$ cat config.mk
export PLATFORM = sky130hd
export DESIGN_NAME = ftr_regs
export DESIGN_NICKNAME = d
export VERILOG_FILES = /design/src/verilog/ftr_pkg.sv /design/src/verilog/ftr_down_timer.sv /design/src/verilog/ftr_regs.sv
export SDC_FILE = /design/constraint.sdc
export NUM_CORES = 1
export LEC_CHECK = 0
export BUFFER_PORTS_ARGS = -buffer_cell sky130_fd_sc_hd__buf_2
export CAP_MARGIN = 0
export CORE_ASPECT_RATIO = 1.2
export CORE_MARGIN = 8
export CORE_UTILIZATION = 50
export DETAILED_ROUTE_END_ITERATION = 16
export GPL_TIMING_DRIVEN = 0
export PLACE_DENSITY = 0.67
export SLEW_MARGIN = 20
export SYNTH_ARGS = -nofsm -noshare
export SYNTH_HDL_FRONTEND = slang
export SYNTH_HIERARCHICAL = 1
export SYNTH_SLANG_ARGS = --single-unit
$ cat constraint.sdc
create_clock -name ref_clk_i -period 10.7 [get_ports ref_clk_i]
set_input_delay 0.535 -clock ref_clk_i [delete_from_list [all_inputs] [get_ports ref_clk_i]]
set_output_delay 0.535 -clock ref_clk_i [all_outputs]
set_load 0.05 [all_outputs]
$ cat src/verilog/ftr_pkg.sv
// shared constants and types for the flash timing, thermistor and flag regs
package ftr_pkg;
   // register offsets on the internal register port
   localparam logic [7:0] OFF_TIMING = 8'h08;
   localparam logic [7:0] OFF_THERM = 8'h09;
   localparam logic [7:0] OFF_FAULT_FLAGS_PRIMARY = 8'h0a;
   localparam logic [7:0] OFF_FAULT_FLAGS_SECONDARY = 8'h0b;
   localparam logic [7:0] OFF_IDENT = 8'h0c;
   // values after reset
   localparam logic [7:0] RST_TIMING = 8'h1a;
   localparam logic [7:0] RST_THERM = 8'h08;
   // writable bits, reserved bits read as zero
   localparam logic [7:0] MASK_TIMING = 8'h7f;
   localparam logic [7:0] MASK_THERM = 8'h7f;
   // field positions
   localparam int RAMP_LSB = 4;
   localparam int TOUT_LSB = 0;
   localparam int POL_BIT = 6;
   localparam int OPEN_EN_BIT = 5;
   localparam int SHORT_EN_BIT = 4;
   localparam int THR_LSB = 1;
   localparam int FUNC_BIT = 0;
   localparam int F1_TOUT_BIT = 0;
   localparam int F1_TSD_BIT = 2;
   localparam int F2_OPEN_BIT = 3;
   localparam int F2_SHORT_BIT = 4;
   localparam int ID_LSB = 3;
   // clock rate and derived cycle counts
   localparam int CLK_PERIOD_NS = 8;
   localparam int MS_NS = 1000000;
   localparam int CYC_PER_MS = MS_NS / CLK_PERIOD_NS;
   localparam int RAMP_STEPS = 128;
   localparam int TMR_W = 26;

   typedef enum logic [1:0] {
      MODE_STANDBY = 2'h0,
      MODE_IR = 2'h1,
      MODE_TORCH = 2'h2,
      MODE_FLASH = 2'h3
   } ftr_mode_t;

   typedef enum logic [2:0] {
      RAMP_IDLE = 3'h1,
      RAMP_RUN = 3'h2,
      RAMP_HOLD = 3'h4
   } ftr_ramp_st_t;

   typedef struct packed {
      logic wr;
      logic rd;
      logic [7:0] addr;
      logic [7:0] wdata;
   } ftr_req_t;

   typedef struct packed {
      logic [7:0] prim;
      logic [4:0] sec;
   } ftr_fault_t;

   // torch ramp time in ms; code 0 means no ramp
   function automatic int ramp_ms(input logic [2:0] code);
      int r;
      r = 0;
      if (code == 3'h1) begin
         r = 1;
      end else if (code != 3'h0) begin
         r = 32 << (code - 3'h2);
      end
      return r;
   endfunction : ramp_ms

   // flash time-out in ms
   function automatic int tout_ms(input logic [3:0] code);
      int r;
      r = 0;
      if (code <= 4'h9) begin
         r = 10 * (code + 1);
      end else begin
         r = 150 + 50 * (code - 4'ha);
      end
      return r;
   endfunction : tout_ms
endpackage : ftr_pkg

$ cat src/verilog/ftr_down_timer.sv
// loadable down counter that pulses once when it runs out
`timescale 1ns/1ps
module ftr_down_timer #(
   parameter int W = 26
) (
   // clock and reset
   input wire logic ref_clk_i,
   input wire logic rstn_i,
   input wire logic ce_i,
   // control
   input wire logic load_i,
   input wire logic [W-1:0] value_i,
   input wire logic run_i,
   // status
   output logic done_o
);
   logic [W-1:0] cnt_q, cnt_d;
   logic done_q, done_d;

   always_comb begin
      cnt_d = cnt_q;
      done_d = 1'b0;
      if (load_i) begin
         cnt_d = value_i;
      end else if (run_i && cnt_q != '0) begin
         cnt_d = cnt_q - 1'b1;
         done_d = (cnt_q == W'(1));
      end
   end

   always_ff @(posedge ref_clk_i or negedge rstn_i) begin
      if (!rstn_i) begin
         cnt_q <= '0;
         done_q <= 1'b0;
      end else if (ce_i) begin
         cnt_q <= cnt_d;
         done_q <= done_d;
      end
   end

   assign done_o = done_q;
endmodule : ftr_down_timer

$ cat src/verilog/ftr_regs.sv
// timing, thermistor, flag and identity registers of the flash driver
// Notes on behaviour
// - ramp field bits 6:4; 0 no ramp, 1 is 1 ms, then 32..1024 ms
// - thermal shutdown ends a flash before its time-out runs out
// - polarity bit 6: 0 active high with pulldown, 1 active low without
// - polarity held fixed outside standby; host changes it only in standby
// - thermistor open bit 5 and short bit 4 enable detection, default off
// - detect threshold bits 3:1, 0.2 V to 0.9 V, default code 100
// - pin function bit 0: 0 torch input, 1 thermistor monitoring
// - first flag register: sync, boost short, led shorts, limit, tsd, uv, tout
// - second flag register: reserved 7:5, short, open, monitor, ovp, temp
// - read-only identity: reserved 7:6, identity_revision 5:3, revision 2:0
// - mode 00 standby, 01 infrared, 10 torch, 11 flash
`timescale 1ns/1ps
module ftr_regs #(
   parameter int CYC_PER_MS = ftr_pkg::CYC_PER_MS,
   // arbitrary neutral identity values
   parameter logic [2:0] DEV_ID = 3'h5,
   parameter logic [2:0] SI_REV = 3'h3
) (
   // clock, reset, enable
   input wire logic ref_clk_i,
   input wire logic rstn_i,
   input wire logic ce_i,
   // register port from the serial engine
   input wire ftr_pkg::ftr_req_t req_i,
   output logic [7:0] rdata_o,
   // unit side
   input wire logic [1:0] mode_i,
   input wire logic [6:0] torch_target_i,
   output logic [6:0] torch_level_o,
   output logic flash_stop_o,
   // pins and analog detectors, asynchronous
   input wire logic torch_pin_i,
   input wire ftr_pkg::ftr_fault_t fault_i,
   // analog and pad controls
   output logic pulldown_en_o,
   output logic torch_req_o,
   output logic therm_mon_o,
   output logic open_det_en_o,
   output logic short_det_en_o,
   output logic [2:0] therm_thr_o
);
   logic [7:0] timing_q, timing_d, therm_q, therm_d;
   logic [7:0] fault_flags_primary_q, fault_flags_primary_d, rdata_q, rdata_d;
   logic [4:0] fault_flags_secondary_q, fault_flags_secondary_d;
   logic pol_q, pol_d;
   ftr_pkg::ftr_fault_t flt_m_q, flt_s_q;
   logic pin_m_q, pin_s_q, tsd_prev_q;
   logic [1:0] mode_prev_q;
   logic [7:0] f1_set, f2_set;
   logic rd_f1, rd_f2, tout_done, step_done;

   assign rd_f1 = req_i.rd && req_i.addr == ftr_pkg::OFF_FAULT_FLAGS_PRIMARY;
   assign rd_f2 = req_i.rd && req_i.addr == ftr_pkg::OFF_FAULT_FLAGS_SECONDARY;

   // pins pass two flops; the first is read by the second only
   always_ff @(posedge ref_clk_i or negedge rstn_i) begin
      if (!rstn_i) begin
         flt_m_q <= '0;
         flt_s_q <= '0;
         pin_m_q <= 1'b0;
         pin_s_q <= 1'b0;
         tsd_prev_q <= 1'b0;
         mode_prev_q <= ftr_pkg::MODE_STANDBY;
      end else if (ce_i) begin
         flt_m_q <= fault_i;
         flt_s_q <= flt_m_q;
         pin_m_q <= torch_pin_i;
         pin_s_q <= pin_m_q;
         tsd_prev_q <= flt_s_q.prim[ftr_pkg::F1_TSD_BIT];
         mode_prev_q <= mode_i;
      end
   end

   always_comb begin
      timing_d = timing_q;
      therm_d = therm_q;
      pol_d = pol_q;
      rdata_d = rdata_q;
      f1_set = flt_s_q.prim;
      f1_set[ftr_pkg::F1_TOUT_BIT] = tout_done;
      // thermistor faults only when detection is enabled
      f2_set = {3'h0, flt_s_q.sec};
      f2_set[ftr_pkg::F2_OPEN_BIT] = flt_s_q.sec[ftr_pkg::F2_OPEN_BIT]
         & therm_q[ftr_pkg::OPEN_EN_BIT];
      f2_set[ftr_pkg::F2_SHORT_BIT] = flt_s_q.sec[ftr_pkg::F2_SHORT_BIT]
         & therm_q[ftr_pkg::SHORT_EN_BIT];
      // clear on read, a new set wins
      fault_flags_primary_d = (rd_f1 ? 8'h00 : fault_flags_primary_q) | f1_set;
      fault_flags_secondary_d = (rd_f2 ? 5'h00 : fault_flags_secondary_q) | f2_set[4:0];
      if (req_i.wr && req_i.addr == ftr_pkg::OFF_TIMING) begin
         timing_d = req_i.wdata & ftr_pkg::MASK_TIMING;
      end
      if (req_i.wr && req_i.addr == ftr_pkg::OFF_THERM) begin
         therm_d = req_i.wdata & ftr_pkg::MASK_THERM;
      end
      // polarity copy follows only in standby
      if (mode_i == ftr_pkg::MODE_STANDBY) begin
         pol_d = therm_d[ftr_pkg::POL_BIT];
      end
      if (req_i.rd) begin
         unique case (req_i.addr)
            ftr_pkg::OFF_TIMING: rdata_d = timing_q;
            ftr_pkg::OFF_THERM: rdata_d = therm_q;
            ftr_pkg::OFF_FAULT_FLAGS_PRIMARY: rdata_d = fault_flags_primary_q;
            ftr_pkg::OFF_FAULT_FLAGS_SECONDARY: rdata_d = {3'h0, fault_flags_secondary_q};
            ftr_pkg::OFF_IDENT: rdata_d = {2'h0, DEV_ID, SI_REV};
            default: rdata_d = 8'h00;
         endcase
      end
   end

   always_ff @(posedge ref_clk_i or negedge rstn_i) begin
      if (!rstn_i) begin
         timing_q <= ftr_pkg::RST_TIMING;
         therm_q <= ftr_pkg::RST_THERM;
         pol_q <= 1'b0;
         fault_flags_primary_q <= 8'h00;
         fault_flags_secondary_q <= 5'h00;
         rdata_q <= 8'h00;
      end else if (ce_i) begin
         timing_q <= timing_d;
         therm_q <= therm_d;
         pol_q <= pol_d;
         fault_flags_primary_q <= fault_flags_primary_d;
         fault_flags_secondary_q <= fault_flags_secondary_d;
         rdata_q <= rdata_d;
      end
   end

   // polarity steers pulldown and input sense
   assign pulldown_en_o = !pol_q;
   // torch request only when the pin works as torch input
   assign torch_req_o = !therm_q[ftr_pkg::FUNC_BIT] && (pin_s_q ^ pol_q);
   assign therm_mon_o = therm_q[ftr_pkg::FUNC_BIT];
   assign open_det_en_o = therm_q[ftr_pkg::OPEN_EN_BIT];
   assign short_det_en_o = therm_q[ftr_pkg::SHORT_EN_BIT];
   assign therm_thr_o = therm_q[ftr_pkg::THR_LSB +: 3];
   assign rdata_o = rdata_q;

   // flash and torch sequencing
   ftr_pkg::ftr_ramp_st_t st_q, st_d;
   logic [6:0] lvl_q, lvl_d;
   logic stop_q, stop_d, fl_entry, tq_entry, tsd_rise, in_flash;
   logic [ftr_pkg::TMR_W-1:0] tout_cyc, step_cyc, step_load;

   assign in_flash = mode_i == ftr_pkg::MODE_FLASH;
   assign fl_entry = in_flash && mode_prev_q != ftr_pkg::MODE_FLASH;
   assign tq_entry = mode_i == ftr_pkg::MODE_TORCH
      && mode_prev_q != ftr_pkg::MODE_TORCH;
   assign tsd_rise = flt_s_q.prim[ftr_pkg::F1_TSD_BIT] && !tsd_prev_q;
   assign tout_cyc = ftr_pkg::TMR_W'(ftr_pkg::tout_ms(
      timing_q[ftr_pkg::TOUT_LSB +: 4]) * CYC_PER_MS);
   // one ramp step lasts a share of the ramp time
   assign step_cyc = ftr_pkg::TMR_W'(ftr_pkg::ramp_ms(
      timing_q[ftr_pkg::RAMP_LSB +: 3]) * CYC_PER_MS / ftr_pkg::RAMP_STEPS);
   // reload one short: the reload edge is itself a cycle of the step
   assign step_load = (step_cyc > ftr_pkg::TMR_W'(1)) ? step_cyc - 1'b1
      : step_cyc;

   ftr_down_timer #(.W(ftr_pkg::TMR_W)) u_tout (
      .ref_clk_i(ref_clk_i),
      .rstn_i(rstn_i),
      .ce_i(ce_i),
      .load_i(fl_entry),
      .value_i(tout_cyc),
      .run_i(in_flash),
      .done_o(tout_done)
   );

   ftr_down_timer #(.W(ftr_pkg::TMR_W)) u_step (
      .ref_clk_i(ref_clk_i),
      .rstn_i(rstn_i),
      .ce_i(ce_i),
      .load_i(tq_entry || (st_q == ftr_pkg::RAMP_RUN && step_done)),
      .value_i(step_load),
      .run_i(st_q == ftr_pkg::RAMP_RUN),
      .done_o(step_done)
   );

   always_comb begin
      st_d = st_q;
      lvl_d = lvl_q;
      // thermal shutdown ends the flash early
      stop_d = in_flash && (tout_done || tsd_rise);
      if (mode_i != ftr_pkg::MODE_TORCH) begin
         st_d = ftr_pkg::RAMP_IDLE;
         lvl_d = 7'h00;
      end else begin
         unique case (st_q)
            // ramp from zero, or at once with no ramp
            ftr_pkg::RAMP_IDLE: begin
               if (timing_q[ftr_pkg::RAMP_LSB +: 3] == 3'h0) begin
                  st_d = ftr_pkg::RAMP_HOLD;
                  lvl_d = torch_target_i;
               end else begin
                  st_d = ftr_pkg::RAMP_RUN;
                  lvl_d = 7'h00;
               end
            end
            ftr_pkg::RAMP_RUN: begin
               if (lvl_q >= torch_target_i) begin
                  st_d = ftr_pkg::RAMP_HOLD;
                  lvl_d = torch_target_i;
               end else if (step_done) begin
                  lvl_d = lvl_q + 7'h01;
               end
            end
            ftr_pkg::RAMP_HOLD: lvl_d = torch_target_i;
            default: begin
               st_d = ftr_pkg::RAMP_IDLE;
               lvl_d = 7'h00;
            end
         endcase
      end
   end

   always_ff @(posedge ref_clk_i or negedge rstn_i) begin
      if (!rstn_i) begin
         st_q <= ftr_pkg::RAMP_IDLE;
         lvl_q <= 7'h00;
         stop_q <= 1'b0;
      end else if (ce_i) begin
         st_q <= st_d;
         lvl_q <= lvl_d;
         stop_q <= stop_d;
      end
   end

   assign torch_level_o = lvl_q;
   assign flash_stop_o = stop_q;
endmodule : ftr_regs

Yosys cells after proc, flatten, opt, wreduce, memory -nomap -nowiden

Index checks and enable logic that the tools add are counted.

Flip-flop bits (word level): 132
Input bits: 44
Word-level logic and storage cells: 122
Output and inout port bits: 24

Bitwise logic cells: 6
Reduce and logical (&&, ||, !) cells: 33
Order comparisons: 3
Shift-type cells: 1
Eq/ne operators: 19
$mul: 4
Mux-type cells: 25
Add/subtract/negate cells: 9

Operators with widths:

| kind                                                                              | number |
|---|---|
| 26-bit 2-to-1 mux                                                                 | 5 |
| 32-bit 2-to-1 mux                                                                 | 3 |
| 26-bit by 1-bit subtractor with 26-bit output (second input constant)             | 3 |
| 26-bit by 1-bit equality test with 1-bit output (second input constant)           | 2 |
| 26-bit nonzero test                                                               | 2 |
| 8-bit by 4-bit equality test with 1-bit output (second input constant)            | 5 |
| 8-bit one-hot mux with 5 select lines                                             | 1 |
| 7-bit 2-to-1 mux                                                                  | 5 |
| 8-bit by 32-bit adder with 32-bit output (first input constant)                   | 1 |
| 32-bit by 15-bit multiplier with 23-bit output (second input constant)            | 1 |
| 32-bit by 15-bit multiplier with 29-bit output (second input constant)            | 1 |
| 5-bit by 32-bit multiplier with 31-bit output (first input constant)              | 1 |
| 6-bit by 3-bit left shift with 32-bit output (first input constant)               | 1 |
| 26-bit by 1-bit adder with 26-bit output                                          | 1 |
| 26-bit by 1-bit greater-than comparator with 1-bit output (second input constant) | 1 |
| 7-bit one-hot mux with 3 select lines                                             | 1 |
| 2-bit AND reduction                                                               | 7 |
| 1-bit logical AND                                                                 | 12 |
| 3-bit 2-to-1 mux                                                                  | 3 |
| 3-bit one-hot mux with 3 select lines                                             | 1 |
| 3-bit by 5-bit multiplier with 8-bit output (first input constant)                | 1 |
| 8-bit 2-to-1 mux                                                                  | 1 |
| 2-bit != test (second input constant)                                             | 4 |
| 8-bit OR                                                                          | 1 |
| other kinds (25)                                                                  | 36 |

Logic depth before layout (Yosys ltp)

Depth in word-level cells: 11
Gate-level depth with buffers: 40
Mapped depth without buffers: 39

Hierarchy

Netlist, hierarchy kept.

Modules (own cells, without submodules):

| module         | area an instance (µm²) | cells an instance | times used | seq. area each (µm²) |
|---|---|---|---|---|
| ftr_regs       | 10422.5                | 1095              | 1          | 1908.1 |
| ftr_down_timer | 1829.3                 | 223               | 2          | 675.6 |

Worst setup path after synthesis

No wires, ideal clock.

Path type: flip-flop to flip-flop
Start point: register timing_q[2]
End point: register u_tout.cnt_q[24]
Required time: 10.571 ns
Clock period less this slack: 8.949 ns
Path slack: 1.751 ns
Data arrival time: 8.820 ns
Path buffers: 1
Cell stages (with the launch flop): 34
Setup time: 0.129 ns
Path through: dfrtp_1 -> clkbuf_1 -> o21ai_0 -> inv_1 -> fa_1 -> inv_1 -> fa_1 -> ha_1 -> o21ai_0 -> o21bai_1 -> a21oi_1 -> nor2_1 -> nand2_1 -> ha_1 -> nor3b_1 -> nor4b_1 -> nor4_1 -> ha_1 -> inv_1 -> fa_1 -> fa_1 -> fa_1 -> inv_1 -> ha_1 -> ha_1 -> nand3_1 -> a211oi_1 -> nor2_1 -> a2111oi_0 -> o21a_1 -> nor2_1 -> xnor2_1 -> a22oi_1 -> o21ai_0

Word-level cells in the longest chain between the ends: 6
Elaborated cells between the ends (all ways): 9
Classes of those cells: add/sub: 3; mul: 3; order compare: 1; mux: 2

RTL lines:

| item                                               | line                 | text |
|---|---|---|
| from (decl)                                        | ftr_regs.sv:44       | `logic [7:0] timing_q, timing_d, therm_q, therm_d;` |
| from (signal assigned)                             | ftr_regs.sv:116      | `timing_q <= ftr_pkg::RST_TIMING;` |
| from (signal assigned)                             | ftr_regs.sv:123      | `timing_q <= timing_d;` |
| 4-bit by 4-bit subtractor with 5-bit output        | ftr_pkg.sv:79        | `r = 150 + 50 * (code - 4'ha);` |
| 5-bit by 32-bit multiplier with 31-bit output      | ftr_pkg.sv:79        |  |
| 8-bit by 32-bit adder with 32-bit output           | ftr_pkg.sv:79        |  |
| 32-bit 2-to-1 mux (*)                              | ftr_pkg.sv:76        | `if (code <= 4'h9) begin` |
| 32-bit by 15-bit multiplier with 23-bit output (*) | ftr_regs.sv:154      | `timing_q[ftr_pkg::TOUT_LSB +: 4]) * CYC_PER_MS);` |
| via tout_cyc, one bit                              | ftr_regs.sv:146      | `logic [ftr_pkg::TMR_W-1:0] tout_cyc, step_cyc, step_load;` |
| 26-bit 2-to-1 mux (*)                              | ftr_down_timer.sv:23 | `if (load_i) begin` |
| to (signal assigned)                               | ftr_down_timer.sv:36 | `cnt_q <= cnt_d;` |
| to (decl)                                          | ftr_down_timer.sv:17 | `logic [W-1:0] cnt_q, cnt_d;` |

The timed path passes the listed nets; every way through them passes the cells marked *.
A chain may end at the register's enable or synchronous reset.

Worst setup path in the final report

Start point: register timing_q[3]
End point: register u_tout.cnt_q[24]

Same word-level chain as after synthesis.

==> results.sh <==
export IMPL_status="complete, no violations"
export IMPL_ant_nets=0
export IMPL_vias=11500
export IMPL_grt_pass1_wl_um=56400
export IMPL_die_x_um=169
export IMPL_yosys_area_top_type="dfrtp_1"
export IMPL_post_cts_buffers=0
export IMPL_path_clk_slew_ns=0.07
export IMPL_synth_area_leaders="dfrtp_1 (22%), ha_1 (19%), fa_1 (10%), inv_1 (4.5%), nor2_1 (3.6%)"
export IMPL_async_reset_ff_share_pct=100
export IMPL_gp_congestion=0.853
export IMPL_cts_tree="yes"
export IMPL_finClkSkew_ns=0.0166
export IMPL_drc=0
export IMPL_fp_row_count=67
export IMPL_syn2layout_area_growth_pct=10.7
export IMPL_dieArea_um2=33800
export IMPL_vdd_drop_max_uv=96.6
export IMPL_wl_um=33200
export IMPL_slowest_stage="a2111oi_0"
export IMPL_power_density_nw_per_um2=129
export IMPL_yosysWarnings=6
export IMPL_die_height_um=200
export IMPL_netlist_area_um2=14100
export IMPL_timing_final_crit_period_ns=9.52
export IMPL_synth_seq_cells=130
export IMPL_endpoint_kind="flop"
export IMPL_max_slew_worst_pin_slew_ns=0.920
export IMPL_r2r_end="u_tout/cnt_q[24]$_DFFE_PN0P_"
export IMPL_drv_slew=0
export IMPL_grt_start_max_net_pins=99
export IMPL_ys_seq_area_share_pct=23.1
export IMPL_grt_usage_pct=20.2
export IMPL_crit_type="flop to flop"
export IMPL_boundaryPins=68
export IMPL_grt_antenna_before_repair=0
export IMPL_worst_ep_arrival_time_ns=9.86
export IMPL_synthDistinctLibCells=82
export IMPL_min_delay_path_class="primary input to flop"
export IMPL_required_ns=11.04
export IMPL_clkSinkCount=130
export IMPL_synth_edf_count=0
export IMPL_io_buffers=65
export IMPL_min_path_cells=2
export IMPL_htree_levels=4
export IMPL_wl_per_cell_um=16.3
export IMPL_avgSynthCellArea_um2=9.14
export IMPL_start_util_pct=50.6
export IMPL_grt_pass1_vias=11700
export IMPL_clk_path_buf_depth=2
export IMPL_leakage_nw=7.51
export IMPL_maxCapViolations=0
export IMPL_overflow=0
export IMPL_rsz0062_at_grt="false"
export IMPL_cts_buffers=17
export IMPL_whs_ns=0.335
export IMPL_slew_headroom_pct=38.0
export IMPL_synthFlopType="dfrtp_1"
export IMPL_root_buffer="clkbuf_16"
export IMPL_max_freq_mhz=105
export IMPL_utilization_pct=56.0
export IMPL_synth_cells=1541
export IMPL_finalHoldViolations=0
export IMPL_hold_start="fault_i[8]"
export IMPL_n_antenna_cell=0
export IMPL_fin_crit_sh_pct=89.0
export IMPL_synth_top_area_share_pct=22.2
export IMPL_worstPathMaxFanout=8
export IMPL_coreArea_um2=27800
export IMPL_dp_hpwl_um=26600
export IMPL_critPathLaunchType="flop"
export IMPL_drive_above_1_share_pct=12.4
export IMPL_r2r_start="timing_q[3]$_DFFE_PN1P_"
export IMPL_drt_pass1_iterations=5
export IMPL_min_to="flt_m_q[8]$_DFFE_PN0P_"
export IMPL_nets=1974
export IMPL_reg2reg_depth=35
export IMPL_slowest_delay_ns=0.68
export IMPL_r2r_slack_ns=1.18
export IMPL_fin_tns_setup_ns=0
export IMPL_initialDrtViolationCount=602
export IMPL_vias_per_cell=5.64
export IMPL_clkLatencyLatePin_ns=0.43
export IMPL_setup_violations=0
## area by class of cell
cell class / count / area (µm²)
Clock buffer: 18 / 429
Clock inverter: 14 / 141
Multi-Input combinational cell: 1211 / 10000
Buffer: 48 / 262
Fill cell: 2608 / 12200
Timing Repair Buffer: 68 / 380
Tap cell: 379 / 474
Inverter: 172 / 646
Sequential cell: 130 / 3260
## power by group
group,switching (mW),internal [mW]
registers,0.104,0.571
logic,0.440,0.311
clock network,0.251,0.327
total,0.794,1.21
## cell usage in the layout (no fill, tap or decap), types with 6 or more instances in the layout
cell type / n
ha_1: 211
inv_1: 170
nor2_1: 136
dfrtp_1: 125
o21ai_0: 93
nand2_1: 88
a21oi_1: 80
buf_2: 72
fa_1: 71
xnor2_1: 51
nor3_1: 44
mux2_2: 42
xor2_1: 34
clkbuf_1: 27
nor2b_1: 25
a22oi_1: 24
nor4_1: 23
conb_1: 22
nand4_1: 20
nand3_1: 18
clkbuf_16: 17
and2_1: 15
a21o_1: 15
mux2i_1: 14
a22o_1: 13
nand2b_1: 11
o22ai_1: 11
a211oi_1: 9
a31oi_1: 9
nor3b_1: 9
buf_6: 7
or4_1: 7
inv_6: 7
and3_1: 6
o22a_1: 6
buf_4: 6
## worst max path at each step
stage | slack, ns | end | from | depth (start not counted)
finish | 1.18 | u_tout/cnt_q[24]$_DFFE_PN0P_ | timing_q[3]$_DFFE_PN1P_ | 35
global route | 0.18 | u_tout/cnt_q[24]$_DFFE_PN0P_ | timing_q[3]$_DFFE_PN1P_ | 34
CTS | 1.01 | u_tout/cnt_q[24]$_DFFE_PN0P_ | timing_q[1]$_DFFE_PN1P_ | 35
detailed placement | 1.06 | u_tout/cnt_q[24]$_DFFE_PN0P_ | timing_q[1]$_DFFE_PN1P_ | 35
global placement | 0.29 | u_tout/cnt_q[24]$_DFFE_PN0P_ | timing_q[2]$_DFFE_PN0P_ | 33
floorplan | 1.75 | u_tout/cnt_q[24]$_DFFE_PN0P_ | timing_q[2]$_DFFE_PN0P_ | 33
## critical path: cells and delay by family, from the launching register on
family | cells | cell delay [ns]
DFF | 1 | 0.51
adders and majority gates | 10 | 3.95
AOI/OAI and AO/OA | 7 | 1.89
buffers and inverters | 7 | 1.06
and+or+nand+nor | 9 | 1.62
xor gates and xnor gates | 2 | 0.42
## state kept, by name, summed over array words and instances (netlist names)
name / cells
u_step/cnt_q: 26
u_tout/cnt_q: 26
flt_m_q: 12
fault_flags_primary_q: 8
rdata_o: 8
f1_set: 7
therm_q: 7
timing_q: 7
torch_level_o: 7
fault_flags_secondary_q: 5
f2_set: 3
st_q: 3
flt_s_q: 2
mode_prev_q: 2
flash_stop_o: 1
pin_m_q: 1
pin_s_q: 1
pol_q: 1
tsd_prev_q: 1
u_step/done_o: 1
u_tout/done_o: 1
## cell usage after synthesis, drive strengths merged, types with 10 or more instances
cell type / instances
clkbuf: 26
ha: 211
nor2: 136
a22oi: 24
a211oi: 10
nor4: 28
a22o: 13
inv: 170
fa: 71
nor2b: 25
buf: 22
nor3b: 10
a21oi: 80
nand3: 19
mux2: 42
nor3: 44
xnor2: 51
or4: 13
and2: 15
nand2b: 11
mux2i: 14
nand4: 20
xor2: 34
dfrtp: 125
o22ai: 13
a21o: 15
o21ai: 98
nand2: 88
## per-stage QoR
step                      worst slack, ns  area, µm²  total power [mW]  std cells
after floorplan                      1.75      14200              1.24       1561
after global placement              0.290      15000              1.41       2005
after detailed placement             1.06      15000              1.43       2007
after CTS                            1.01      15600              2.01       2040
after global routing                0.183      15600              2.15       2040
final                                1.18      15600              2.00       2040
## cells by family after synthesis
logic type / Yosys count / share of synthesized area, %
compound gates: 319 / 14.8
xor+xnor: 86 / 5.45
fa+ha+maj: 282 / 28.8
buf+inv: 220 / 6.44
flops: 130 / 23.1
mux: 61 / 5.15
other cells: 2 / 0.0533
simple gates: 441 / 16.1
## per-layer routing
layer,GRT usage [%],wire length (µm)
met1,23.8,14100
met2,36.9,17100
met3,3.09,1240
met4,6.86,703
met5,0,0
## what timing repair did
item / 4_1_cts / 5_1_grt
hold endpoints to repair: 32 / 0
hold buffers: 1 / 0
endpoints found under the setup margin: 0 / 1
resized for setup: 0 / 1
Power figures use the tool's default switching activity.
